<file path="src/hdl/rcr_pkg.sv">
package rcr_pkg;

   // ****************************************
   // Register map
   // ****************************************
   localparam logic [7:0] CONV5_CONTROL_OFS = 8'h26;
   localparam logic [7:0] CONV6_CONTROL_OFS = 8'h27;
   localparam logic [7:0] REG_A2_CONTROL_OFS = 8'h28;

   // ****************************************
   // Field positions
   // ****************************************
   localparam int RAIL_ON_BIT = 0;
   localparam int MODE_BIT = 1;
   localparam int SLEEP_LO = 4;
   localparam int SLEEP_HI = 5;
   localparam int RES_HI = 7;
   localparam int RES_LO = 6;

   // Control pins that may serve as sleep inputs
   localparam int SLEEP_PIN1_IDX = 2;
   localparam int SLEEP_PIN2_IDX = 5;

   // Sleep select codes
   localparam logic [1:0] SLEEP_OFF = 2'h0;
   localparam logic [1:0] SLEEP_ON = 2'h3;

   // Read-only top bits always read zero
   localparam logic [7:0] RO_MASK = 8'hc0;

   // Factory default of one variant; real parts strap their own
   localparam logic [7:0] CONV5_RESET = 8'h0f;
   localparam logic [7:0] CONV6_RESET = 8'h0d;
   localparam logic [7:0] REG_A2_RESET = 8'h0c;

   // Number of rails in this bank
   localparam int NUM_RAILS = 3;

endpackage

</file>
<file path="src/hdl/rcr_rail_control_registers.sv">
`timescale 1ns/100ps
`default_nettype none

module rcr_rail_control_registers #(
   parameter logic [7:0] CONV5_DEFAULT = rcr_pkg::CONV5_RESET,
   parameter logic [7:0] CONV6_DEFAULT = rcr_pkg::CONV6_RESET,
   parameter logic [7:0] REG_A2_DEFAULT = rcr_pkg::REG_A2_RESET,
   // Bit n high: rail n sleeps on control pin 6, else control pin 3
   parameter logic [2:0] SLEEP_PIN_SEL = 3'h0
) (
   input wire logic core_clk_i,
   input wire logic nrst_i,
   input wire logic clk_en_i,
   input wire logic reg_wr_i,
   input wire logic reg_rd_i,
   input wire logic [7:0] reg_addr_i,
   input wire logic [7:0] reg_wdata_i,
   output logic [7:0] reg_rdata_o,
   output logic reg_hit_o,
   input wire logic [5:0] control_input_pins_i,
   input wire logic [2:0] rail_pin_enable_i,
   output logic [2:0] rail_enable_o,
   output logic [2:0] rail_use_sleep_o,
   output logic conv5_forced_pwm_o,
   output logic conv6_forced_pwm_o
);

   // ****************************************
   // Pin synchronisers
   // ****************************************
   // Sync flops carry no reset; hold reset two cycles to flush them
   // Only the second flop of each pair feeds the rail logic
   logic [5:0] pin_meta_q;
   logic [5:0] pin_meta_d;
   logic [5:0] pin_sync_q;
   logic [5:0] pin_sync_d;
   logic [2:0] en_meta_q;
   logic [2:0] en_meta_d;
   logic [2:0] en_sync_q;
   logic [2:0] en_sync_d;

   always_comb begin
      pin_meta_d = pin_meta_q;
      pin_sync_d = pin_sync_q;
      en_meta_d = en_meta_q;
      en_sync_d = en_sync_q;
      if (clk_en_i) begin
         pin_meta_d = control_input_pins_i;
         pin_sync_d = pin_meta_q;
         en_meta_d = rail_pin_enable_i;
         en_sync_d = en_meta_q;
      end
   end

   always_ff @(posedge core_clk_i) begin
      pin_meta_q <= pin_meta_d;
      pin_sync_q <= pin_sync_d;
      en_meta_q <= en_meta_d;
      en_sync_q <= en_sync_d;
   end

   // ****************************************
   // Register bank
   // ****************************************
   logic [7:0] ctl_q [rcr_pkg::NUM_RAILS];
   logic [7:0] rdata_q;
   logic [7:0] rdata_d;
   logic [rcr_pkg::NUM_RAILS-1:0] sel;

   // Per-register defaults, indexed like sel
   localparam logic [7:0] RESET_VALUE [rcr_pkg::NUM_RAILS] =
      '{CONV5_DEFAULT, CONV6_DEFAULT, REG_A2_DEFAULT};

   // Consecutive byte offsets, one register per rail
   always_comb begin
      sel = '0;
      if (reg_addr_i == rcr_pkg::CONV5_CONTROL_OFS) begin
         sel[0] = 1'b1;
      end else if (reg_addr_i == rcr_pkg::CONV6_CONTROL_OFS) begin
         sel[1] = 1'b1;
      end else if (reg_addr_i == rcr_pkg::REG_A2_CONTROL_OFS) begin
         sel[2] = 1'b1;
      end
   end

   assign reg_hit_o = |sel;

   // Reserved patterns are stored as written; host keeps them right
   for (genvar r = 0; r < rcr_pkg::NUM_RAILS; r++) begin : g_reg
      logic [7:0] reg_q;
      logic [7:0] reg_d;

      always_comb begin
         reg_d = reg_q;
         if (clk_en_i && reg_wr_i && sel[r]) begin
            // Bits 7:6 are read only and stay zero
            reg_d = reg_wdata_i & ~rcr_pkg::RO_MASK;
         end
      end

      always_ff @(posedge core_clk_i) begin
         if (!nrst_i) begin
            reg_q <= RESET_VALUE[r];
         end else begin
            reg_q <= reg_d;
         end
      end

      assign ctl_q[r] = reg_q;
   end

   // Unmapped reads return zero; a read beside a write sees the old value
   always_comb begin
      rdata_d = rdata_q;
      if (clk_en_i && reg_rd_i) begin
         rdata_d = 8'h00;
         for (int i = 0; i < rcr_pkg::NUM_RAILS; i++) begin
            if (sel[i]) begin
               rdata_d = ctl_q[i];
            end
         end
      end
   end

   always_ff @(posedge core_clk_i) begin
      if (!nrst_i) begin
         rdata_q <= 8'h00;
      end else begin
         rdata_q <= rdata_d;
      end
   end

   assign reg_rdata_o = rdata_q;

   // ****************************************
   // Rail controls
   // ****************************************
   logic [1:0] pwm_q;
   logic [1:0] pwm_d;

   // Outputs are registered so rails never see decode glitches
   for (genvar g = 0; g < rcr_pkg::NUM_RAILS; g++) begin : g_rail
      logic en_q;
      logic en_d;
      logic slp_q;
      logic slp_d;
      logic [1:0] sleep_code;
      logic sleep_pin;

      assign sleep_code = ctl_q[g][rcr_pkg::SLEEP_HI:rcr_pkg::SLEEP_LO];

      // Pin choice is a strap, so software cannot move it
      assign sleep_pin = SLEEP_PIN_SEL[g] ?
                         pin_sync_q[rcr_pkg::SLEEP_PIN2_IDX] :
                         pin_sync_q[rcr_pkg::SLEEP_PIN1_IDX];

      always_comb begin
         en_d = en_q;
         slp_d = slp_q;
         if (clk_en_i) begin
            // Register bit low overrides any pin request
            en_d = en_sync_q[g] & ctl_q[g][rcr_pkg::RAIL_ON_BIT];
            // Reserved codes 01 and 10 keep the normal voltage
            slp_d = (sleep_code == rcr_pkg::SLEEP_ON) && !sleep_pin;
         end
      end

      always_ff @(posedge core_clk_i) begin
         if (!nrst_i) begin
            en_q <= 1'b0;
            slp_q <= 1'b0;
         end else begin
            en_q <= en_d;
            slp_q <= slp_d;
         end
      end

      assign rail_enable_o[g] = en_q;
      assign rail_use_sleep_o[g] = slp_q;
   end

   // Mode bit exists on the two converters only
   always_comb begin
      pwm_d = pwm_q;
      if (clk_en_i) begin
         pwm_d[0] = ctl_q[0][rcr_pkg::MODE_BIT];
         pwm_d[1] = ctl_q[1][rcr_pkg::MODE_BIT];
      end
   end

   always_ff @(posedge core_clk_i) begin
      if (!nrst_i) begin
         pwm_q <= 2'h0;
      end else begin
         pwm_q <= pwm_d;
      end
   end

   assign conv5_forced_pwm_o = pwm_q[0];
   assign conv6_forced_pwm_o = pwm_q[1];

endmodule

`default_nettype wire

</file>
<file path="config.mk">
export PLATFORM = sky130hd
export DESIGN_NAME = rcr_rail_control_registers
export DESIGN_NICKNAME = d
export VERILOG_FILES = /design/src/hdl/rcr_pkg.sv /design/src/hdl/rcr_rail_control_registers.sv
export SDC_FILE = /design/constraint.sdc
export NUM_CORES = 1
export LEC_CHECK = 0
export BUFFER_PORTS_ARGS = -buffer_cell sky130_fd_sc_hd__buf_2
export CAP_MARGIN = 10
export CORE_ASPECT_RATIO = 1.2
export CORE_MARGIN = 8
export CORE_UTILIZATION = 40
export CTS_CLUSTER_DIAMETER = 50
export DETAILED_ROUTE_END_ITERATION = 16
export PLACE_DENSITY_LB_ADDON = 0.1
export SYNTH_ARGS = -nofsm -noshare
export SYNTH_HDL_FRONTEND = slang
export SYNTH_SLANG_ARGS = --single-unit
export TNS_END_PERCENT = 20
</file>
<file path="constraint.sdc">
create_clock -name core_clk_i -period 1.6 [get_ports core_clk_i]
set_input_delay 0.32 -clock core_clk_i [delete_from_list [all_inputs] [get_ports core_clk_i]]
set_output_delay 0.32 -clock core_clk_i [all_outputs]
set_load 0.005 [all_outputs]
</file>
======== Word-level counts from Yosys, hierarchy flattened ========
Cells that the tools add are included.
storage, ports and cells
  input port bits ......................... 30
  logic and storage cells ................. 42
  register bits ........................... 46
  output and inout bits ................... 17
cells by class
  multiplexer cells ....................... 8
  bitwise operators ....................... 3
  reduce and logical (&&, ||, !) cells .... 10
  eq/ne operators ......................... 6
operators with widths
  kind                                                                    count
  8-bit by 6-bit equality test with 1-bit output (second input constant)  3
  8-bit 2-to-1 mux                                                        2
  1-bit logical AND                                                       8
  2-bit equality test (second input constant)                             3
  6-bit 2-to-1 mux                                                        1
  1-bit 2-to-1 mux                                                        4
  1-bit AND                                                               3
  3-bit OR reduction                                                      1
  2-bit 2-to-1 mux                                                        1
  1-bit zero test                                                         1

======== Depth between registers and ports, before layout ========
Gate-level depths: netlist of run 1.
  depth in word-level cells ............... 6
  mapped depth ............................ 5
  depth with buffers taken out ............ 3

======== Worst setup path before layout of run 1 ========
OpenSTA, ideal clock, no wires.
  path type ............................... input port to flip-flop
  from .................................... input port reg_addr_i[4]
  to ...................................... register g_reg[2].reg_q[4]
  slack ................................... 0.227 ns
  arrival ................................. 1.301 ns
  buffers on the path ..................... 1
  data required time ...................... 1.528 ns
  stages on the path ...................... 4
  path through ............................ nor4b_4 and4_1 buf_6 mux2i_1
on the way
  cells in the longest elaborated chain, start to end .. 5
  elaborated cells on any way between the ends .. 7
  classes of those cells .................. eq/ne: 3; mux: 3; reduce/logical: 1
ends and longest elaborated chain
  item                                            RTL line                           RTL
  start: declaration                              rcr_rail_control_registers.sv:16   input wire logic [7:0] reg_addr_i,
  8-bit by 6-bit equality test with 1-bit output  rcr_rail_control_registers.sv:81   end else if (reg_addr_i == rcr_pkg::REG_A2_CONTROL_OFS) begin
  1-bit 2-to-1 mux                                rcr_rail_control_registers.sv:81
  1-bit 2-to-1 mux                                rcr_rail_control_registers.sv:79   end else if (reg_addr_i == rcr_pkg::CONV6_CONTROL_OFS) begin
  2-bit 2-to-1 mux *                              rcr_rail_control_registers.sv:77   if (reg_addr_i == rcr_pkg::CONV5_CONTROL_OFS) begin
  1-bit logical AND *                             rcr_rail_control_registers.sv:95   if (clk_en_i && reg_wr_i && sel[r]) begin
  end signal: assignment                          rcr_rail_control_registers.sv:103  reg_q <= RESET_VALUE[r];
  end signal: assignment                          rcr_rail_control_registers.sv:105  reg_q <= reg_d;
  end: declaration                                rcr_rail_control_registers.sv:90   logic [7:0] reg_q;
Mark *: on every way between the ends. The rest lies on a longest branch, timed or not.
A chain may end at the register's enable or synchronous reset.

======== Final worst setup path of run 1 ========
  from .................................... input port reg_addr_i[1]
  to ...................................... output port reg_hit_o
on the way
  cells in the longest elaborated chain, start to end .. 5
  elaborated cells on any way between the ends .. 9
  classes of those cells .................. eq/ne: 3; mux: 5; reduce/logical: 1
ends and longest elaborated chain
  item                                            RTL line                          RTL
  8-bit by 6-bit equality test with 1-bit output  rcr_rail_control_registers.sv:81
  1-bit 2-to-1 mux                                rcr_rail_control_registers.sv:81
  1-bit 2-to-1 mux                                rcr_rail_control_registers.sv:79
  2-bit 2-to-1 mux                                rcr_rail_control_registers.sv:77
  3-bit OR reduction *                            rcr_rail_control_registers.sv:86  assign reg_hit_o = |sel;
  end: declaration                                rcr_rail_control_registers.sv:19  output logic reg_hit_o,
Marks and branches as above.

==> impl_metrics.yaml, run 1 <==
timing:
  fin_skew_ns: 0.00180
  post-route-period-util: 0.898
  slew_viol_final: 0
  final.min_clock_period_ns: 1.44
  hold_ws_ns: 0.200
  max_freq_mhz: 696
  setup-tns-final_ns: 0
  hold_viol_final: 0
  rsz0062_at_grt: "false"
  finalSetupViolCount: 0
  worst_slack_ns: 0.163
hold_path:
  hold_class: "in2reg"
  hold_path.startpoint: "rail_pin_enable_i[2]"
  min_path_cells: 1
  hold_end: "en_meta_q[2]"
clock_tree:
  insertion_delay_ns: 0.29
  post_cts_buffers: 0
  clk_path_buf_depth: 2
  cts_tree: "yes"
  h-tree-depth: 2
  ctsHoldBuffers: 0
  cts_resized: 0
  cts_buffers: 5
  cts_root_buffer: "clkbuf_8"
  cts.clk_slew.worst_paths_ns: 0.08
  cts_num_sinks: 40
drt:
  drt_first_iter_violations: 44
  drcViolationCount: 0
  via_count: 1252
  drt-wirelength-per-cell_um: 15.2
  ant_nets: 0
  via_per_inst: 4.91
  drt_wl_total_um: 3870
  dr.pass1.iters: 4
placed_design:
  place_area_um2: 1970
  gp_congestion: 0.734
  portBuffers: 37
  post-place-ws_ns: 0.0501
  hpwl_um: 2900
final_layout:
  design_area_um2: 2080
  final_cell_mix: "buf_2, dfxtp_1, nand2_1"
  n_fill_cell: 418
  fin_nets: 228
  diodes: 0
  drive_above_1_share: 0.296
  layout_commonest_cell: "buf_2"
  area_delta_synth_final_pct: 19.0
  fin_util: 0.493
synth:
  synth_cell_types: 26
  synth_top_cells_by_area: "dfxtp_1, edfxtp_1, mux2i_1"
  synth_enable_flop_cells: 8
  synth_ff_type: "dfxtp_1"
  synth_top_cell_by_area: "dfxtp_1"
  synth.top_cell.area_share: 0.366
  async_flop_share: 0
  syn_inst: 161
  yosys_warnings: 0
  syn_avg_cell_area_um2: 10.9
  synth_seq_area_share: 0.503
  synth_area_um2: 1750
  ys_ff_latch: 40
critical_path:
  reg2reg_from: "pin_sync_q[2]"
  critPathArrivalTime_ns: 1.12
  startpoint_type: "primary input"
  required_ns: 1.28
  reg2reg_depth: 2
  cp_max_fo: 4
  worst_setup_path_end_kind: "primary output"
  rrSetupSlack_ns: 0.73
  r2r-end: "g_rail[1].slp_q"
  critPathKind: "in2out"
global_routing:
  grt_use_total: 0.120
  grt_max_degree: 27
  globalRouteOverflowTotal: 0
  grt_pass1_vias: 1337
  grt_pass1_wl_um: 6530
  grt_antenna_before_repair: 0
die:
  fp.dieW_um: 76.4
  initial_utilization: 0.414
  core-area_um2: 4230
  rows: 26
  die_h_um: 88.5
  boundaryPins: 47
  die_area_um2: 6760
power_and_ir_drop:
  peakVddDrop_v: 0.000888
  p_per_area_nw_per_um2: 975
  cellLeakagePower_uw: 0.000893
outcome:
  status: "completed"
flow_run:
  drv_cap: 0
## how the worst max path moves through the flow
stage / startpoint / endpoint / cells past startpoint
final: reg_addr_i[1] / reg_hit_o / 4
after floorplan: reg_addr_i[4] / g_reg[2].reg_q[4] / 4
after CTS: reg_addr_i[1] / reg_hit_o / 4
after global placement: reg_addr_i[1] / g_reg[2].reg_q[1] / 5
after detailed placement: reg_addr_i[1] / g_reg[2].reg_q[2] / 5
after global routing: reg_addr_i[1] / reg_hit_o / 4
## synthesized netlist by cell type (2+ instances only)
cell type   n
buf_4       8
nand2_1    21
nand2b_1    6
mux2i_1    20
nand4b_1    3
nor2_1      7
a211oi_1    6
nor4b_4     2
nand3_1     3
a21boi_0    6
edfxtp_1    8
nor2b_1    15
buf_2       3
a221oi_1    6
clkbuf_1    4
nand4_4     2
dfxtp_1    32
## routing by layer
layer | track usage | wire length (um)
met1 | 0.138 | 1830
met2 | 0.200 | 1780
met3 | 0.0417 | 202
met4 | 0.0508 | 55
met5 | 0 | 0
## through the flow
stage,total power (uW),cells
3_3_place_gp,1240,247
5_1_grt,2130,255
2_1_floorplan,1170,162
4_1_cts,2060,255
3_5_place_dp,1250,247
6_report,2030,255
## cell type report
| class | count | area [um^2] | share of cell area |
|---|---|---|---|
| clock buffer | 5 | 68.8 | 0.0330 |
| timing repair buffer | 46 | 253 | 0.121 |
| sequential | 40 | 881 | 0.423 |
| multi-input combinational | 105 | 768 | 0.369 |
| clock inverter | 3 | 42.5 | 0.0204 |
| tap | 56 | 70.1 | 0.0336 |
## report_power, final
| group | internal [uW] | leakage, uW | total (uW) | switching [uW] |
|---|---|---|---|---|
| clock network | 461 | 0.0000541 | 810 | 349 |
| registers | 1060 | 0.000338 | 1070 | 9.68 |
| logic | 72.2 | 0.000501 | 156 | 83.4 |
| total | 1590 | 0.000893 | 2030 | 442 |
## state kept, by name (all words and copies together), names as in the netlist
| signal | cells |
|---|---|
| pin_meta_q | 1 |
| pin_sync_q | 1 |
| g_rail.en_q | 3 |
| reg_rdata_o | 6 |
| g.reg_q | 18 |
| g_rail.slp_q | 3 |
| pwm_q | 2 |
| en_meta_q | 3 |
| en_sync_q | 3 |
## kinds of logic after synthesis
kind of cell | after synthesis | synth area share
buf+inv | 17 | 0.0600
other cells | 1 | 0.00214
compound gates | 20 | 0.0886
flops | 40 | 0.503
mux | 20 | 0.114
simple gates | 63 | 0.232
## critical path, stage by stage
cell,delay [ns]
buf_2,0.13
nor4b_4,0.39
o21a_1,0.17
buf_2,0.11
(Power assumes the default switching activity.)
==> inputs of run 2 (changes only) <==
Settings changed: PLACE_DENSITY set to 0.67, PLACE_DENSITY_LB_ADDON 0.1 to not set.
==> impl_metrics.yaml, run 2 (same netlist as run 1, synthesis figures left out) <==
outcome:
  status: "completed"
critical_path:
  rrSetupSlack_ns: 0.74
  reg2reg_from: "g_reg[1].reg_q[5]"
  cp_top_family: "simple AND/OR/NAND/NOR gates"
  cp_cell_sequence: "buf_2, nor4b_4, o21a_1, buf_2"
  r2r-end: "reg_rdata_o[5]"
  critPathArrivalTime_ns: 1.03
  path_common_cell: "buf_2"
  startpoint_type: "primary input"
  cp-startpoint: "reg_addr_i[1]"
  worst_setup_path_end_kind: "primary output"
  required_ns: 1.28
  cp_max_fo: 4
  reg2reg_depth: 2
  cpPeakStageDelay_ns: 0.32
  critPathKind: "in2out"
  cp_slowest_cell: "nor4b_4"
  cp_num_buf_inv: 2
power_and_ir_drop:
  seqPwrFrac: 0.519
  p_per_area_nw_per_um2: 980
  p_sw_uw: 457
  comb_power_share: 0.075
  p_clk_frac: 0.407
  cellLeakagePower_uw: 0.000891
  p_int_uw: 1600
  swShare: 0.222
  peakVddDrop_v: 0.000498
hold_path:
  hold_path.startpoint: "control_input_pins_i[2]"
  hold_class: "in2reg"
  hold_end: "pin_meta_q[2]"
  min_path_cells: 1
global_routing:
  grt_max_degree: 22
  grt_pass1_vias: 1305
  grt_use_total: 0.109
  globalRouteOverflowTotal: 0
  grt_pass1_wl_um: 5900
  grt_antenna_before_repair: 0
timing:
  final.min_clock_period_ns: 1.35
  post-route-period-util: 0.844
  rsz0062_at_grt: "false"
  slew_headroom: 0.648
  slew_viol_final: 0
  setup-tns-final_ns: 0
  fin_skew_ns: 0.00612
  tightest_slew_ns: 0.524
  finalSetupViolCount: 0
  max_freq_mhz: 741
  hold_viol_final: 0
die:
  die_area_um2: 6760
  rows: 26
  boundaryPins: 47
  initial_utilization: 0.414
  die_h_um: 88.5
  fp.dieW_um: 76.4
  core-area_um2: 4230
drt:
  dr.pass1.iters: 4
  drt-wirelength-per-cell_um: 14.0
  drcViolationCount: 0
  via_per_inst: 4.85
  drt_wl_total_um: 3550
  via_count: 1226
  drt_first_iter_violations: 22
  ant_nets: 0
flow_run:
  drv_cap: 0
final_layout:
  final_cell_mix: "buf_2, dfxtp_1, nand2_1"
  regMostFlops: "g.reg_q"
  largest_reg_flops: 18
  diodes: 0
  layout_commonest_cell: "buf_2"
  drive_above_1_share: 0.289
  n_fill_cell: 418
  fin_nets: 226
  area_delta_synth_final_pct: 19.8
  design_area_um2: 2100
clock_tree:
  cts_root_buffer: "clkbuf_8"
  insertion_delay_ns: 0.30
  cts_tree: "yes"
  ctsHoldBuffers: 0
  cts_buffers: 5
  cts_resized: 0
  cts_num_sinks: 40
  h-tree-depth: 2
  clk_path_buf_depth: 2
  cts.clk_slew.worst_paths_ns: 0.08
  post_cts_buffers: 0
placed_design:
  place_area_um2: 1980
  portBuffers: 37
  hpwl_um: 2640
  gp_congestion: 0.722
==> run 2: final cells by class <==
| type | instances | area (um^2) | area share |
|---|---|---|---|
| clock buffer | 5 | 68.8 | 0.0328 |
| clock inverter | 3 | 46.3 | 0.0221 |
| multi-input combinational | 105 | 768 | 0.366 |
| sequential | 40 | 881 | 0.420 |
| tap | 56 | 70.1 | 0.0334 |
| timing repair buffer | 44 | 263 | 0.125 |
==> run 2: worst reg2reg max path: cells and delay by family (launching register included) <==
family / cells / cell delay [ns]
compound gates: 2 / 0.39
flops: 1 / 0.34
==> run 2: metrics by stage <==
| stage | power (uW) | util | worst slack, ns | cells | hold WS, ns |
|---|---|---|---|---|---|
| finish | 2060 | 0.496 | 0.250 | 253 | 0.193 |
| floorplan | 1170 | - | 0.227 | 162 | 0.400 |
| global placement | 1240 | 0.469 | 0.143 | 245 | 0.404 |
| global route | 2140 | 0.496 | 0.189 | 253 | 0.182 |
| detailed placement | 1240 | 0.469 | 0.138 | 245 | 0.406 |
| CTS | 2080 | 0.496 | 0.235 | 253 | 0.186 |
==> run 2: worst max-delay path by stage <==
stage / to / slack [ns] / cells after the start
after floorplan: g_reg[2].reg_q[4] / 0.23 / 4
after global placement: reg_rdata_o[0] / 0.14 / 5
after detailed placement: g_reg[2].reg_q[2] / 0.14 / 5
after CTS: reg_hit_o / 0.23 / 4
after global routing: reg_hit_o / 0.19 / 4
final: reg_hit_o / 0.25 / 4
==> run 2: power groups by stage <==
stage,combinational (uW),sequential (uW),clock [uW]
2_1_floorplan,83.1,1090,0
3_5_place_dp,154,1090,0
5_1_grt,168,1070,904
6_report,154,1070,835
4_1_cts,155,1070,856
3_3_place_gp,153,1090,0
==> run 2: routing by layer <==
| metal | vias to the layer above | routed length [um] | GRT usage |
|---|---|---|---|
| met4 | 0 | 65 | 0.0525 |
| met3 | 7 | 158 | 0.0376 |
| met1 | 567 | 1510 | 0.111 |
| met5 | - | 0 | 0 |
| li1 | 629 | - | - |
| met2 | 23 | 1820 | 0.197 |
